## config.mk

```make
export PLATFORM = sky130hd
export DESIGN_NAME = tocm_top
export DESIGN_NICKNAME = d
export VERILOG_FILES = /design/src/rtl/tocm_pkg.sv /design/src/rtl/tocm_tone_if.sv /design/src/rtl/tocm_tone.sv /design/src/rtl/tocm_top.sv
export SDC_FILE = /design/constraint.sdc
export NUM_CORES = 1
export LEC_CHECK = 0
export BUFFER_PORTS_ARGS = -buffer_cell sky130_fd_sc_hd__buf_4
export CORE_MARGIN = 1
export CORE_UTILIZATION = 50
export CTS_CLUSTER_SIZE = 28
export DETAILED_ROUTE_END_ITERATION = 10
export PLACE_DENSITY = 0.72
export SYNTH_ARGS = -nofsm -noshare
export SYNTH_HDL_FRONTEND = slang
export SYNTH_SLANG_ARGS = --single-unit
export TNS_END_PERCENT = 20
```

## constraint.sdc

```tcl
create_clock -name pclk -period 2.2 [get_ports pclk]
set_input_delay 0.33 -clock pclk [delete_from_list [all_inputs] [get_ports pclk]]
set_output_delay 0.33 -clock pclk [all_outputs]
set_load 0.005 [all_outputs]
```

## src/rtl/tocm_pkg.sv

```systemverilog
// What this block does
// - straps sampled once at power-up, then frozen
// - full recalibration forced at power-up and on hold timeout
// - strap pair decodes mode and hold timeout
// - dc mode: output high while detection holds
// - dc timeout: recalibrate, output off until new
// - toggle mode: each new detection flips output
// - toggle timeout: recalibrate, output state kept
// - pulse mode: one fixed pulse per detection
// - pulse mode keeps piezo tone disabled
// - output tri-stated briefly before every burst
// - inactive output driven low outside health gap
// - tone of fixed length after new detection
// - tone driven differentially on both sense pins
// - detection valid after four consecutive bursts
// - hold timer reaching limit forces recalibration
`default_nettype none
package tocm_pkg;
   // output modes chosen by the straps
   typedef enum logic [1:0] {
      MODE_DC,
      MODE_TOGGLE,
      MODE_PULSE
   } tocm_mode_t;

   // clock and timing figures
   localparam int unsigned CLK_HZ         = 10_000_000;
   localparam int unsigned HB_TIME_US     = 350;
   localparam int unsigned PULSE_TIME_MS  = 95;
   localparam int unsigned TONE_TIME_MS   = 95;
   localparam int unsigned TONE_FREQ_HZ   = 4000;
   localparam int unsigned HOLD_SHORT_S   = 10;
   localparam int unsigned HOLD_LONG_S    = 60;
   localparam int unsigned HB_CYC         = HB_TIME_US * (CLK_HZ / 1_000_000);
   localparam int unsigned PULSE_CYC      = PULSE_TIME_MS * (CLK_HZ / 1000);
   localparam int unsigned TONE_CYC       = TONE_TIME_MS * (CLK_HZ / 1000);
   localparam int unsigned TONE_HALF_CYC  = CLK_HZ / (2 * TONE_FREQ_HZ);
   localparam int unsigned HOLD_SHORT_CYC = HOLD_SHORT_S * CLK_HZ;
   localparam int unsigned HOLD_LONG_CYC  = HOLD_LONG_S * CLK_HZ;
   localparam int unsigned INTEG_LIMIT    = 4;
   localparam int unsigned TIMER_W        = 30;

   // register offsets (byte addresses)
   localparam logic [7:0] OFS_CTRL  = 8'h00;
   localparam logic [7:0] OFS_STAT  = 8'h04;
   localparam logic [7:0] OFS_IRQST = 8'h08;
   localparam logic [7:0] OFS_IRQMK = 8'h0C;

   // control fields
   localparam int unsigned CTRL_TONE_EN = 0;
   localparam logic [31:0] CTRL_RST     = 32'h0000_0001;

   // status fields
   localparam int unsigned STAT_MODE_LSB = 0;
   localparam int unsigned STAT_LONG     = 2;
   localparam int unsigned STAT_DET      = 3;
   localparam int unsigned STAT_OUT      = 4;
   localparam int unsigned STAT_TONE     = 5;
   localparam int unsigned STAT_CFG_OK   = 6;
   localparam int unsigned STAT_INT_LSB  = 8;

   // interrupt event bits
   localparam int unsigned IRQ_DET   = 0;
   localparam int unsigned IRQ_TMO   = 1;
   localparam int unsigned IRQ_W     = 2;
   localparam logic [1:0]  IRQ_MK_RST = 2'h0;
endpackage
`default_nettype wire

```

## src/rtl/tocm_tone_if.sv

```systemverilog
`timescale 1ns/1ps
`default_nettype none
// link between output control and the piezo tone generator
interface tocm_tone_if;
   logic start;   // one-cycle start request
   logic active;  // tone running
   logic drv_a;   // level for sense pin a
   logic drv_b;   // level for sense pin b

   modport ctrl (output start, input active, drv_a, drv_b);
   modport gen  (input start, output active, drv_a, drv_b);
endinterface
`default_nettype wire

```

## src/rtl/tocm_tone.sv

```systemverilog
`timescale 1ns/1ps
`default_nettype none
module tocm_tone #(
   parameter int unsigned TONE_LEN = tocm_pkg::TONE_CYC // tone length in cycles
) (
   input wire logic     pclk,    // clock
   input wire logic     presetn, // async reset, active low
   tocm_tone_if.gen     tn       // start in, drive out
);
   logic [tocm_pkg::TIMER_W-1:0] len_q;  // remaining tone cycles
   logic [15:0]                  half_q; // half-period counter
   logic                         ph_q;   // square wave phase

   // tone length; a restart during a tone lengthens it
   always_ff @(posedge pclk or negedge presetn) begin
      if (!presetn) begin
         len_q <= '0;
      end else if (tn.start) begin
         len_q <= tocm_pkg::TIMER_W'(TONE_LEN);
      end else if (len_q != '0) begin
         len_q <= len_q - 1'b1;
      end
   end

   // square wave near 4 khz from the system clock
   always_ff @(posedge pclk or negedge presetn) begin
      if (!presetn) begin
         half_q <= '0;
         ph_q   <= 1'b0;
      end else if (len_q == '0) begin
         half_q <= '0;
         ph_q   <= 1'b0;
      end else if (half_q == 16'(tocm_pkg::TONE_HALF_CYC - 1)) begin
         half_q <= '0;
         ph_q   <= ~ph_q;
      end else begin
         half_q <= half_q + 1'b1;
      end
   end

   // opposite polarity on the two pins, h-bridge style
   assign tn.active = (len_q != '0);
   assign tn.drv_a  = ph_q;
   assign tn.drv_b  = ~ph_q;
endmodule // tocm_tone
`default_nettype wire

```

## src/rtl/tocm_top.sv

```systemverilog
`timescale 1ns/1ps
`default_nettype none
module tocm_top #(
   parameter int unsigned HOLD_SHORT = tocm_pkg::HOLD_SHORT_CYC, // 10 s hold in cycles
   parameter int unsigned HOLD_LONG  = tocm_pkg::HOLD_LONG_CYC,  // 60 s hold in cycles
   parameter int unsigned PULSE_LEN  = tocm_pkg::PULSE_CYC,      // output pulse cycles
   parameter int unsigned TONE_LEN   = tocm_pkg::TONE_CYC        // tone cycles
) (
   input  wire logic        pclk,          // clock, 10 mhz
   input  wire logic        presetn,       // async reset, power-up
   input  wire logic        psel,          // apb select
   input  wire logic        penable,       // apb enable
   input  wire logic        pwrite,        // apb write
   input  wire logic [7:0]  paddr,         // apb byte address
   input  wire logic [31:0] pwdata,        // apb write data
   output var  logic [31:0] prdata,        // apb read data
   output var  logic        pready,        // apb ready
   output var  logic        pslverr,       // apb error
   output var  logic        irq,           // level interrupt
   input  wire logic        mode_strap_a,  // strap pin a
   input  wire logic        mode_strap_b,  // strap pin b
   input  wire logic        burst_req,     // acquisition wants a burst
   input  wire logic        burst_done,    // burst finished pulse
   input  wire logic        burst_det,     // burst over threshold
   output var  logic        burst_go,      // burst may start now
   output var  logic        recal,         // full recalibration pulse
   output var  logic        out_o,         // output pin level
   output var  logic        out_oe,        // output pin enable
   output var  logic        sense_pin_a_o, // sense pin a level
   output var  logic        sense_pin_a_oe,// sense pin a enable
   output var  logic        sense_pin_b_o, // sense pin b level
   output var  logic        sense_pin_b_oe // sense pin b enable
);
   localparam int unsigned TW = tocm_pkg::TIMER_W;

   // strap synchronisers and captured configuration
   logic [1:0]           sa_q, sb_q;      // two-stage sync
   logic [1:0]           cfg_wait_q;      // settle delay after reset
   logic                 cfg_ok_q;        // straps captured
   tocm_pkg::tocm_mode_t mode_q;          // decoded mode
   logic                 long_q;          // 60 s hold chosen
   // detection path
   logic [2:0]           integ_q;         // integrator count
   logic                 det_q;           // integrated detection
   logic                 det_prev_q;      // for edge detect
   logic                 det_rise;        // new detection
   logic [TW-1:0]        hold_q;          // hold timer
   logic [TW-1:0]        hold_lim;        // selected limit
   logic                 tmo;             // hold limit reached
   // output state
   logic                 dc_block_q;      // dc output held off
   logic                 tog_q;           // toggle state
   logic [TW-1:0]        pulse_q;         // pulse remaining
   logic                 act;             // mode output state
   logic [15:0]          hb_q;            // health gap remaining
   logic                 hb_pend_q;       // burst waiting on gap
   // registers
   logic [31:0]          ctrl_q;          // control
   logic [tocm_pkg::IRQ_W-1:0] ist_q;     // sticky events
   logic [tocm_pkg::IRQ_W-1:0] imk_q;     // event mask
   logic [tocm_pkg::IRQ_W-1:0] ev;        // events this cycle
   logic                 setup, wr_en;    // apb phases
   logic                 hit;             // mapped address
   logic [31:0]          rd;              // read mux

   tocm_tone_if tn ();

   // strap pins come from outside: two flops first
   always_ff @(posedge pclk or negedge presetn) begin
      if (!presetn) begin
         sa_q <= 2'h0;
         sb_q <= 2'h0;
      end else begin
         sa_q <= {sa_q[0], mode_strap_a};
         sb_q <= {sb_q[0], mode_strap_b};
      end
   end

   // capture once after reset release, never again
   always_ff @(posedge pclk or negedge presetn) begin
      if (!presetn) begin
         cfg_wait_q <= 2'h0;
         cfg_ok_q   <= 1'b0;
         mode_q     <= tocm_pkg::MODE_DC;
         long_q     <= 1'b0;
      end else if (!cfg_ok_q) begin
         if (cfg_wait_q != 2'h3) begin
            cfg_wait_q <= cfg_wait_q + 1'b1; // let sync fill
         end else begin
            cfg_ok_q <= 1'b1;
            // decode of the strap pair
            unique case ({sa_q[1], sb_q[1]})
               2'b11: begin
                  mode_q <= tocm_pkg::MODE_DC;
                  long_q <= 1'b0;
               end
               2'b10: begin
                  mode_q <= tocm_pkg::MODE_DC;
                  long_q <= 1'b1;
               end
               2'b00: begin
                  mode_q <= tocm_pkg::MODE_TOGGLE;
                  long_q <= 1'b0;
               end
               2'b01: begin
                  mode_q <= tocm_pkg::MODE_PULSE;
                  long_q <= 1'b0;
               end
            endcase
         end
      end
   end

   // hold limit: only dc mode may pick the long one
   assign hold_lim = long_q ? TW'(HOLD_LONG) : TW'(HOLD_SHORT);
   assign tmo      = det_q && (hold_q >= hold_lim - 1'b1);

   // recalibration: power-up capture or hold timeout, no pin
   always_ff @(posedge pclk or negedge presetn) begin
      if (!presetn) begin
         recal <= 1'b0;
      end else begin
         recal <= (!cfg_ok_q && cfg_wait_q == 2'h3)
                  || tmo;
      end
   end

   // integrator: four detecting bursts in a row
   always_ff @(posedge pclk or negedge presetn) begin
      if (!presetn) begin
         integ_q <= 3'h0;
      end else if (!cfg_ok_q || tmo) begin
         integ_q <= 3'h0; // restart after recalibration
      end else if (burst_done) begin
         if (!burst_det) begin
            integ_q <= 3'h0;
         end else if (integ_q != 3'(tocm_pkg::INTEG_LIMIT)) begin
            integ_q <= integ_q + 1'b1;
         end
      end
   end

   // integrated detection and its rising edge
   always_ff @(posedge pclk or negedge presetn) begin
      if (!presetn) begin
         det_q      <= 1'b0;
         det_prev_q <= 1'b0;
      end else begin
         det_q      <= (integ_q == 3'(tocm_pkg::INTEG_LIMIT)) && !tmo;
         det_prev_q <= det_q;
      end
   end
   assign det_rise = det_q && !det_prev_q;

   // hold timer runs only while detection is held
   always_ff @(posedge pclk or negedge presetn) begin
      if (!presetn) begin
         hold_q <= '0;
      end else if (!det_q || tmo) begin
         hold_q <= '0;
      end else begin
         hold_q <= hold_q + 1'b1;
      end
   end

   // dc block: after a timeout stay off until next detection
   always_ff @(posedge pclk or negedge presetn) begin
      if (!presetn) begin
         dc_block_q <= 1'b0;
      end else if (tmo && mode_q == tocm_pkg::MODE_DC) begin
         dc_block_q <= 1'b1;
      end else if (det_rise) begin
         dc_block_q <= 1'b0;
      end
   end

   // toggle flop; timeout leaves it alone
   always_ff @(posedge pclk or negedge presetn) begin
      if (!presetn) begin
         tog_q <= 1'b0;
      end else if (det_rise && mode_q == tocm_pkg::MODE_TOGGLE) begin
         tog_q <= ~tog_q;
      end
   end

   // pulse timer; a new detection restarts it
   always_ff @(posedge pclk or negedge presetn) begin
      if (!presetn) begin
         pulse_q <= '0;
      end else if (det_rise && mode_q == tocm_pkg::MODE_PULSE) begin
         pulse_q <= TW'(PULSE_LEN);
      end else if (pulse_q != '0) begin
         pulse_q <= pulse_q - 1'b1;
      end
   end

   // mode output state
   always_comb begin
      unique case (mode_q)
         tocm_pkg::MODE_DC:     act = det_q && !dc_block_q;
         tocm_pkg::MODE_TOGGLE: act = tog_q;
         tocm_pkg::MODE_PULSE:  act = (pulse_q != '0);
         default:               act = 1'b0;
      endcase
   end

   // health gap: tri-state before each burst, then release it
   always_ff @(posedge pclk or negedge presetn) begin
      if (!presetn) begin
         hb_q      <= 16'h0000;
         hb_pend_q <= 1'b0;
         burst_go  <= 1'b0;
      end else begin
         burst_go <= 1'b0;
         if (burst_req && !hb_pend_q) begin
            hb_q      <= 16'(tocm_pkg::HB_CYC);
            hb_pend_q <= 1'b1;
         end else if (hb_pend_q && hb_q == 16'h0001) begin
            hb_q      <= 16'h0000;
            hb_pend_q <= 1'b0;
            burst_go  <= 1'b1; // burst only after the gap
         end else if (hb_q != 16'h0000) begin
            hb_q <= hb_q - 1'b1;
         end
      end
   end

   // output pin: released in the gap, else driven to state
   always_ff @(posedge pclk or negedge presetn) begin
      if (!presetn) begin
         out_o  <= 1'b0;
         out_oe <= 1'b0;
      end else begin
         out_oe <= cfg_ok_q && !hb_pend_q;
         out_o  <= act;
      end
   end

   // tone start: new detection, not in pulse mode, if enabled
   assign tn.start = det_rise && mode_q != tocm_pkg::MODE_PULSE
                     && ctrl_q[tocm_pkg::CTRL_TONE_EN];

   tocm_tone #(
      .TONE_LEN (TONE_LEN)
   ) u_tone (
      .pclk    (pclk),
      .presetn (presetn),
      .tn      (tn.gen)
   );

   // sense pins only driven while the tone sounds
   always_ff @(posedge pclk or negedge presetn) begin
      if (!presetn) begin
         sense_pin_a_o  <= 1'b0;
         sense_pin_b_o  <= 1'b0;
         sense_pin_a_oe <= 1'b0;
         sense_pin_b_oe <= 1'b0;
      end else begin
         sense_pin_a_o  <= tn.drv_a;
         sense_pin_b_o  <= tn.drv_b;
         sense_pin_a_oe <= tn.active;
         sense_pin_b_oe <= tn.active;
      end
   end

   // apb phases; write commits in the access cycle
   assign setup = psel && !penable;
   assign wr_en = psel && penable && pwrite && pready;
   assign hit   = paddr == tocm_pkg::OFS_CTRL || paddr == tocm_pkg::OFS_STAT
                  || paddr == tocm_pkg::OFS_IRQST || paddr == tocm_pkg::OFS_IRQMK;

   // control register
   always_ff @(posedge pclk or negedge presetn) begin
      if (!presetn) begin
         ctrl_q <= tocm_pkg::CTRL_RST;
      end else if (wr_en && paddr == tocm_pkg::OFS_CTRL) begin
         ctrl_q <= {31'h0000_0000, pwdata[tocm_pkg::CTRL_TONE_EN]};
      end
   end

   // events: new detection and timeout recalibration
   assign ev[tocm_pkg::IRQ_DET] = det_rise;
   assign ev[tocm_pkg::IRQ_TMO] = tmo;

   // sticky status, write one clears, a new event wins
   always_ff @(posedge pclk or negedge presetn) begin
      if (!presetn) begin
         ist_q <= '0;
      end else if (wr_en && paddr == tocm_pkg::OFS_IRQST) begin
         ist_q <= (ist_q & ~pwdata[tocm_pkg::IRQ_W-1:0]) | ev;
      end else begin
         ist_q <= ist_q | ev;
      end
   end

   // interrupt mask
   always_ff @(posedge pclk or negedge presetn) begin
      if (!presetn) begin
         imk_q <= tocm_pkg::IRQ_MK_RST;
      end else if (wr_en && paddr == tocm_pkg::OFS_IRQMK) begin
         imk_q <= pwdata[tocm_pkg::IRQ_W-1:0];
      end
   end

   // level interrupt from a flop
   always_ff @(posedge pclk or negedge presetn) begin
      if (!presetn) begin
         irq <= 1'b0;
      end else begin
         irq <= |(ist_q & imk_q);
      end
   end

   // read mux; unmapped reads give zero
   always_comb begin
      rd = 32'h0000_0000;
      unique case (paddr)
         tocm_pkg::OFS_CTRL: rd = ctrl_q;
         tocm_pkg::OFS_STAT: begin
            rd[tocm_pkg::STAT_MODE_LSB +: 2] = mode_q;
            rd[tocm_pkg::STAT_LONG]          = long_q;
            rd[tocm_pkg::STAT_DET]           = det_q;
            rd[tocm_pkg::STAT_OUT]           = act;
            rd[tocm_pkg::STAT_TONE]          = tn.active;
            rd[tocm_pkg::STAT_CFG_OK]        = cfg_ok_q;
            rd[tocm_pkg::STAT_INT_LSB +: 3]  = integ_q;
         end
         tocm_pkg::OFS_IRQST: rd[tocm_pkg::IRQ_W-1:0] = ist_q;
         tocm_pkg::OFS_IRQMK: rd[tocm_pkg::IRQ_W-1:0] = imk_q;
         default: rd = 32'h0000_0000;
      endcase
   end

   // answer one cycle after setup: data, ready, error
   always_ff @(posedge pclk or negedge presetn) begin
      if (!presetn) begin
         prdata  <= 32'h0000_0000;
         pready  <= 1'b0;
         pslverr <= 1'b0;
      end else begin
         pready  <= setup;
         pslverr <= setup && !hit;
         if (setup && !pwrite) begin
            prdata <= rd; // sampled in setup, stable in access
         end
      end
   end
endmodule // tocm_top
`default_nettype wire

```

; ---- After elaboration in Yosys (flattened, before gate mapping)
; Cells that the tools add are included.
[word_totals]
register_bits = 166
input_bits = 50
out_inout_bits = 43
wordCells = 155
[op_classes]
add_sub_neg = 8
order_cmp = 1
eq_ne = 16
mux = 32
bitwise_logic = 9
n_reduce_logical = 57
[op_table]
columns = operator, n
row1 = 30-bit two-way mux, 6
row2 = "30-bit by 1-bit subtractor with 30-bit output, second input constant", 3
row3 = 16-bit two-way mux, 5
row4 = 30-bit nonzero test, 2
row5 = "30-bit by 1-bit adder with 30-bit output, second input constant", 1
row6 = 30-bit greater-or-equal comparator, 1
row7 = 30-bit logical NOT, 1
row8 = 1-bit logical AND, 22
row9 = "16-bit by 1-bit adder with 16-bit output, second input constant", 1
row10 = "16-bit by 1-bit == test with 1-bit output, second input constant", 1
row11 = "16-bit by 11-bit == test with 1-bit output, second input constant", 1
row12 = "8-bit by 4-bit == test with 1-bit output, second input constant", 2
row13 = 16-bit nonzero test, 1
row14 = "16-bit by 1-bit subtractor with 16-bit output, second input constant", 1
row15 = 3-bit two-way mux, 5
row16 = 2-bit nonzero test, 6
row17 = 1-bit two-way mux, 10
row18 = 1-bit logical NOT, 9
row19 = "2-bit == test, second input constant", 4
row20 = "8-bit by 3-bit == test with 1-bit output, second input constant", 1
row21 = 8-bit logical NOT, 1
row22 = 2-bit one-hot mux with 4 select lines, 1
row23 = 1-bit logical OR, 6
row24 = 2-bit one-hot mux with 3 select lines, 1
row25 = other kinds (20), 31

; ---- Depth between registers and ports, before layout
; Gate-level depths: netlist (run 1).
[depth]
ltp_word = 7
mapped_depth = 9
ltp_nobuf = 7

; ---- Cells and area by module
; A second synthesis (run 1) with hierarchy kept.
[hier_totals]
cells_unflattened = 880
area_unflattened_um2 = 8643.3
[by_module_without_submodules]
columns = module, instances, cells_each, area_per_inst_um2, seq_area_each_um2
row1 = tocm_top, 1, 617, 6154.7, 2979.1
row2 = tocm_tone, 1, 263, 2488.6, 1176.1

; ---- Least setup slack after synthesis (run 1)
; OpenSTA, ideal clock, no wires.
[synth_path]
path_kind = register to register
start = register pulse_q[0]
end = register pulse_q[8]
setup_time_ns = 0.078
arrival_ns = 2.306
required_time_ns = 2.122
slack_ns = -0.184
stages_incl_launch_ff = 8
n_path_buf = 1
synth_period_minus_slack_ns = 2.384
path_cell_list = dfrtp_1 inv_1 ha_1 or3b_2 clkbuf_1 a31oi_1 or4b_2 a21oi_1
[synth_via]
elab_chain_cells = 3
elab_cells_between_ends = 5
classes_between = add/sub (1) / mux (2) / reduce/logical (2)
[synth_lines]
columns = element, line
row1 = start: declaration, tocm_top.sv:53  ; logic [TW-1:0] pulse_q;
row2 = start signal: assignment, tocm_top.sv:191  ; pulse_q <= TW'(PULSE_LEN);
row3 = start signal: assignment, tocm_top.sv:193  ; pulse_q <= pulse_q - 1'b1;
row4 = 30-bit by 1-bit subtractor with 30-bit output, tocm_top.sv:193
row5 = 30-bit two-way mux, tocm_top.sv:192  ; end else if (pulse_q != '0) begin
row6 = 30-bit two-way mux, tocm_top.sv:190  ; end else if (det_rise && mode_q == tocm_pkg::MODE_PULSE) begin
; Parallel ways exist; a longest one is shown, timed or not. The select of a mux whose other input is x is not followed.
; A chain may end at the register's enable or synchronous reset.

; ---- Final worst setup path (run 1)
[layout_path]
start = register u_tone.len_q[19] (netlist bit)
end = register u_tone.len_q[29] (netlist bit)
[layout_via]
elab_chain_cells = 3
elab_cells_between_ends = 5
classes_between = add/sub (1) / mux (2) / reduce/logical (2)
[layout_lines]
columns = element, line
row1 = start: declaration, tocm_tone.sv:10  ; logic [tocm_pkg::TIMER_W-1:0] len_q;
row2 = start signal: assignment, tocm_tone.sv:19  ; len_q <= tocm_pkg::TIMER_W'(TONE_LEN);
row3 = start signal: assignment, tocm_tone.sv:21  ; len_q <= len_q - 1'b1;
row4 = 30-bit by 1-bit subtractor with 30-bit output, tocm_tone.sv:21
row5 = 30-bit two-way mux, tocm_tone.sv:20  ; end else if (len_q != '0) begin
row6 = 30-bit two-way mux, tocm_tone.sv:18  ; end else if (tn.start) begin
; Parallel ways exist; a longest one is shown, timed or not. The select of a mux whose other input is x is not followed.

==> impl_metrics.tcl, run 1 <==
set metrics [dict create \
    run_status "finished, violations left" \
    violations "negative setup slack" \
    p_comb_share_pct 30.8 \
    yosys.area.top_type "dfrtp_1" \
    max_stage_delay_ns 0.53 \
    cts_tree "built" \
    crit_chain "or4_4, or3_4, or3_4, nand4_1, mux2_4" \
    drv_cap 0 \
    synthAdderAreaFrac_pct 3.066 \
    yosys-top-cells-area "dfrtp_1, xnor2_1, nor2_1" \
    path_depth 5 \
    core_um2 16640 \
    crit_family "simple AND/OR/NAND/NOR gates" \
    start_util_pct 51.49 \
    netlist.area_leader.share_pct 48.18 \
    routed_via_density 5.506 \
    synth.top_cells.by_count "dfrtp_1, nor2_1, nand2_1" \
    setup_ws_ns -0.05991 \
    drc 0 \
    fin_crit_ns 2.260 \
    cts.htree.levels 4 \
    synthMuxAreaShare_pct 1.737 \
    dieHeight_um 132.9 \
    period_share_pct 102.7 \
    p_clk_share_pct 29.3 \
    async_flop_share_pct 100.0 \
    cp-end-kind "flip-flop" \
    grt_max_degree 59 \
    cp.arrival_ns 2.57 \
    antennaDiodeCount 0 \
    synth-seq-cells 166 \
    cp.required_ns 2.51 \
    crit_buf_inv 0 \
    yosysSeqAreaShare_pct 48.49 \
    worst_slew_pin_slew_ns 0.6938 \
    globalRoute.totalOverflow 0 \
    synthCells 870 \
    gp_congestion 0.8404 \
    leakage_nw 4.570 \
    synthesis.area_um2 8569 \
    cts-buffers-inserted 17 \
    grt_antenna_before_repair 0 \
    finalSetupTns_ns -0.6995 \
    fmax_ghz 0.4425 \
    synth_compound_area_share_pct 9.403 \
    cp-start-kind "flip-flop" \
    port_buffers 40 \
    synth_ff_type "dfrtp_1" \
    die_area_um2 17670 \
    final_layout_size_suffix_gt1_share_pct 21.51 \
    crit_fanout 5 \
    crit_top_cell "or3_4" \
    drtIter0Drc 461 \
    ant_nets 0 \
    drv_slew 0 \
    p_seq_share_pct 39.9 \
    dp_hpwl_um 12390 \
    p_int_mw 7.056 \
    final.setup_skew_ns 0.007847 \
    yosys.area_share.simple_pct 24.60 \
    hold_violations 0 \
    drt_pass1_iterations 5 \
    irDropWorstVdd_uv 594.6 \
    hp-class "input port to flip-flop" \
    die_width_um 132.9 \
    slew_headroom_pct 53.75 \
    p_switching_mw 3.534 \
    whs_ns 0.09746 \
    syn2layout_area_growth_pct 22.57 \
    dp_cells 1186 \
    synthMostInstantiatedCell "dfrtp_1" \
    rows 47 \
    ioPinCount 93 \
    switching_share_pct 33.37 \
    pre_cts_ws_ns -0.1135 \
    cts_buffer_depth 2 \
    nNetsFinal 1062 \
    slowest_stage "or4_4" \
    reg2regPathDepth 5 \
    clkSinkCount 166 \
    grt_use_total_pct 21.92 \
    powerDensity_nw_per_um2 1008 \
    crit_type "flip-flop to flip-flop" \
    grt_first_pass_wirelength_um 31370 \
    grt_pass1_vias 6649 \
    wl_um 18170 \
    avgSynthCellArea_um2 9.850 \
    cts.reportedPaths.clkPinSlew_ns 0.06 \
    ys_types 66 \
    yosys_warnings 0 \
    finalSetupViolations 28 \
    dr_total_vias 6739 \
    min_path_cells 2 \
    clkLatencyLatePin_ns 0.43 \
    rsz0062_at_grt "yes" \
    synthXorXnorAreaFrac_pct 7.870 \
    stdcell_count 1224 \
    root_buffer "clkbuf_16" \
    wl_per_cell_um 14.85 \
    synth_top_family_by_area "simple AND/OR/NAND/NOR gates" \
    synth_edf_count 0 \
]
[per-layer routing]
metal  up-vias  share of wire, %  track usage (%)  wire, µm
met5         -                 0                0         0
met4         0              0.81            5.236       148
li1       3328                 -                -         -
met3        12               2.8            4.713       515
met2        93                50            36.27      9013
met1      3306                47            29.38      8495
[layout make-up]
cell class                      count  area, µm²
Fill cell                        1362       6138
Multi-Input combinational cell    644       4284
Sequential cell                   166       4155
Timing Repair Buffer              130       1056
Clock buffer                       19      442.9
Tap cell                          220      275.3
Clock inverter                     13      170.2
Inverter                           32      120.1
[kinds of logic (layout without fill, tap and decap cells)]
group	after synthesis	in the layout
muxes	13	13
xor gates and xnor gates	77	77
and+or+nand+nor	396	396
buffers and inverters	81	194
AOI/OAI and AO/OA	115	115
adders and majority gates	21	21
DFF	166	166
other	1	22
[worst paths after layout]
kind | endpoint | from | slack, ns
worst max register to register | u_tone.len_q[29] | u_tone.len_q[19] | -0.06
min in group asynchronous | pulse_q[17] | presetn | 0.43
worst min-delay path | pready | penable | 0.1
worst min register to register | sb_q[1] | sb_q[0] | 0.35
max in group asynchronous | hb_q[13] | presetn | 1.09
worst max-delay path | u_tone.len_q[29] | u_tone.len_q[19] | -0.06
[registers in the layout, indices dropped and copies added (netlist names), 2 cells and up]
name	flops
sa_q	2
u_tone.half_q	16
mode_q	2
imk_q	2
ist_q	2
hold_q	30
prdata	10
pulse_q	30
integ_q	3
cfg_wait_q	2
u_tone.len_q	30
hb_q	16
sb_q	2
[placed cells by master (no fill, tap or decap), types with 21 or more instances in the layout]
master   synthesis  routed
nor3_1          41      39
nor2_1          97      94
xnor2_1         47      47
ha_1            21      21
conb_1           1      22
a21oi_1         22      22
o21ai_0         29      28
nand3_1         49      46
buf_4           23     117
or3_1           24      22
nand2_1         54      53
inv_1           32      31
dfrtp_1        165     165
xor2_1          30      30
[per-stage QoR]
stage	util [%]	cell area (µm²)	total power [mW]
after detailed placement	57.91	9637	7.242
after floorplan	-	8665	6.086
after global routing	63.12	10500	11.26
after global placement	57.91	9637	7.149
final	63.12	10500	10.59
after CTS	62.33	10370	10.50
[power groups by stage]
stage | clock network [mW] | logic [mW] | registers (mW)
after global placement | 0 | 2.92 | 4.22
after CTS | 3.16 | 3.13 | 4.21
after detailed placement | 0 | 3.00 | 4.24
after global routing | 3.28 | 3.64 | 4.33
final | 3.10 | 3.26 | 4.23
after floorplan | 0 | 1.91 | 4.18
[timing repair]
item / in CTS / in global routing
buffers inserted: 2 / 1
endpoints found under the setup margin: 41 / 99
gates resized for setup: 19 / 27
cloned: 0 / 0
hold buffers: 3 / 0
pin swaps: 7 / 10
hold endpoints to repair: 49 / 0
No activity file was read; power rests on OpenSTA's default activity.
==> run 2: changes to the inputs <==
--- a/config.mk
+++ b/config.mk
@@ -13,5 +13,6 @@
 export PLACE_DENSITY = 0.72
 export SYNTH_ARGS = -nofsm -noshare
 export SYNTH_HDL_FRONTEND = slang
+export SYNTH_HIERARCHICAL = 1
 export SYNTH_SLANG_ARGS = --single-unit
 export TNS_END_PERCENT = 20
==> constraint.sdc (replaced) <==
create_clock -name pclk -period 2.2 [get_ports pclk]
set_input_delay 0.44 -clock pclk [delete_from_list [all_inputs] [get_ports pclk]]
set_output_delay 0.44 -clock pclk [all_outputs]
set_load 0.005 [all_outputs]
==> run 2 against run 1 <==
Net effect:
- the flow still finishes with violations (negative setup slack)
- cell count up 1.6%
- non-clock buffer count rose by 13
- flip-flop and latch count unchanged
- critical path depth grew 3
- total power grew 0.55%
- sequential share of layout area down 1.3 points
- critical endpoint is now u_tone/len_q[15]
==> impl_metrics.tcl, run 2 <==
set metrics [dict create \
    run_status "finished, violations left" \
    violations "negative setup slack" \
    power_mw 10.65 \
    fin_crit_ns 2.442 \
    grt_max_degree 55 \
    core_um2 16760 \
    dieHeight_um 133.5 \
    grt_use_total_pct 22.38 \
    layout_commonest_cell "dfrtp_1" \
    dr_wl_met2_um 9375 \
    drv_slew 0 \
    wl_met3_um 738 \
    routed_via_density 5.601 \
    antennaDiodeCount 0 \
    root_buffer "clkbuf_16" \
    post-route-util_pct 64.83 \
    drtIter0Drc 344 \
    drt_pass1_iterations 7 \
    ioPinCount 93 \
    crit_family "simple AND/OR/NAND/NOR gates" \
    finalSetupTns_ns -6.075 \
    cts_buffer_depth 2 \
    multi_input_area_um2 4539 \
    crit_chain "inv_2, ha_4, or3b_4, or4b_4, nor4_4, buf_6, nor4_2, mux2_1" \
    rr_endpoint "u_tone/len_q[15]" \
    grt_antenna_before_repair 0 \
    period_share_pct 111.0 \
    synth_edf_count 0 \
    drv_cap 0 \
    grt_first_pass_wirelength_um 31930 \
    setup_ws_ns -0.2424 \
    yosys-top-cells-area "dfrtp_1, nor2_1, xnor2_1" \
    yosysSeqAreaShare_pct 48.07 \
    async_flop_share_pct 100.0 \
    synth.top_cells.by_count "dfrtp_1, nor2_1, nand2_1" \
    synthCells 880 \
    grt_pass1_vias 6674 \
    fmax_ghz 0.4094 \
    slew_headroom_pct 63.31 \
    cp-startpoint "u_tone/len_q[0]" \
    yosys_warnings 6 \
    gp_congestion 0.8376 \
    final.setup_skew_ns 0.01143 \
    synth_ff_type "dfrtp_1" \
    finalSetupViolations 44 \
    hp-class "input port to flip-flop" \
    cp.arrival_ns 2.76 \
    synthesis.area_um2 8643 \
    cts-buffers-inserted 17 \
    cp.required_ns 2.52 \
    top_layer "met4" \
    cts.htree.levels 4 \
    final_cell_mix "dfrtp_1, buf_4, nor2_1" \
    final_layout_size_suffix_gt1_share_pct 25.32 \
    syn2layout_area_growth_pct 25.71 \
    crit_type "flip-flop to flip-flop" \
    drt-met1-wl_um 8816 \
    start_util_pct 51.57 \
    port_buffers 40 \
    die_width_um 133.5 \
    cts_tree "built" \
    yosys.area.top_type "dfrtp_1" \
    top_regs "hold_q: 30 flops, pulse_q: 30 flops, u_tone/len_q: 30 flops" \
    num-fill-cells 1357 \
    synthMostInstantiatedCell "dfrtp_1" \
    dp_hpwl_um 12790 \
    min_path_cells 1 \
    synth-seq-cells 166 \
    wl_um 19230 \
    leakage_nw 4.690 \
    powerDensity_nw_per_um2 980.0 \
    avgSynthCellArea_um2 9.822 \
    r2r_start "u_tone/len_q[0]" \
    cp-start-kind "flip-flop" \
    crit_fanout 7 \
    clkLatencyLatePin_ns 0.44 \
    cp-end-kind "flip-flop" \
    worst_slew_pin_slew_ns 0.5462 \
    drc 0 \
    hold_violations 0 \
    rsz0062_at_grt "yes" \
    wl_per_cell_um 15.47 \
    irDropWorstVdd_uv 707.4 \
    worstHoldEndpoint "sb_q[0]" \
    regArea_um2 4155 \
    nNetsFinal 1081 \
    crit_buf_inv 2 \
    reg2reg_slack_ns -0.24 \
    dr_total_vias 6962 \
    max_stage_delay_ns 0.52 \
    rows 47 \
    hold_path_startpoint "mode_strap_b" \
    ys_types 77 \
    die_area_um2 17820 \
    slowest_stage "or4b_4" \
    cts.reportedPaths.clkPinSlew_ns 0.07 \
    globalRoute.totalOverflow 0 \
    clkSinkCount 166 \
    netlist.area_leader.share_pct 47.77 \
    ant_nets 0 \
    reg2regPathDepth 8 \
]
==> run 2: cell types whose count changed after synthesis, sizes merged, moves of 8 or more <==
| cell | previous run | this run |
|---|---|---|
| nor2 | 97 | 109 |
| nand3 | 49 | 39 |
| or4 | 22 | 11 |
| nor3 | 44 | 36 |
| nor4 | 24 | 35 |
==> run 2: cell type report <==
type	instances	share of cell area, %
Inverter	29	1.002
Multi-Input combinational cell	653	41.78
Clock inverter	14	1.301
Tap cell	220	2.533
Timing Repair Buffer	143	11.10
Sequential cell	166	38.24
Clock buffer	18	4.042
==> run 2: how the worst max path moves through the flow <==
stage | slack (ns) | depth (start not counted) | end
final | -0.24 | 8 | u_tone/len_q[15]
after global routing | -0.35 | 8 | u_tone/len_q[23]
after CTS | -0.21 | 8 | u_tone/len_q[15]
after detailed placement | -0.27 | 8 | u_tone/len_q[15]
after global placement | -0.22 | 6 | u_tone/len_q[15]
after floorplan | -0.42 | 11 | u_tone/len_q[6]
==> run 2: stage by stage <==
step           hold WS [ns]  instances  worst slack [ns]  cell area, µm²
2_1_floorplan        0.1444        901           -0.4171            8728
3_3_place_gp         0.3328       1205           -0.2213            9799
3_5_place_dp         0.3355       1205           -0.2748            9799
4_1_cts             0.08994       1240           -0.2081           10660
5_1_grt             0.08987       1243           -0.3492           10870
6_report             0.1082       1243           -0.2424           10870
==> run 2: logic make-up (layout without fill, tap and decap cells) <==
logic type | Yosys count | count (layout) | synth area share [%]
muxes | 13 | 13 | 1.752
other | 1 | 22 | 0.04339
buffers and inverters | 82 | 204 | 4.864
DFF | 166 | 166 | 48.07
adders and majority gates | 21 | 21 | 3.040
AOI/OAI and AO/OA | 128 | 128 | 10.55
xor gates and xnor gates | 74 | 74 | 7.499
and+or+nand+nor | 395 | 395 | 24.17
==> run 2: where the power goes <==
group	leakage (nW)	internal, mW	switching, mW
Clock	0.288	1.62	1.31
Sequential	2.13	3.64	0.627
Combinational	2.27	1.70	1.75
==> run 2: metal layers <==
metal  up-vias  global-route usage (%)
met5         -                       0
met3        24                   4.338
met4         0                   7.891
li1       3390                       -
met2       143                   35.85
met1      3405                   30.38
==> run 2: repair_timing <==
action	CTS	global route
pin swaps	27	25
resized for setup	52	38
buffers inserted	2	2
hold buffers	1	0
gates cloned	0	1
endpoints found under the hold margin	51	0
setup endpoints to repair	97	109
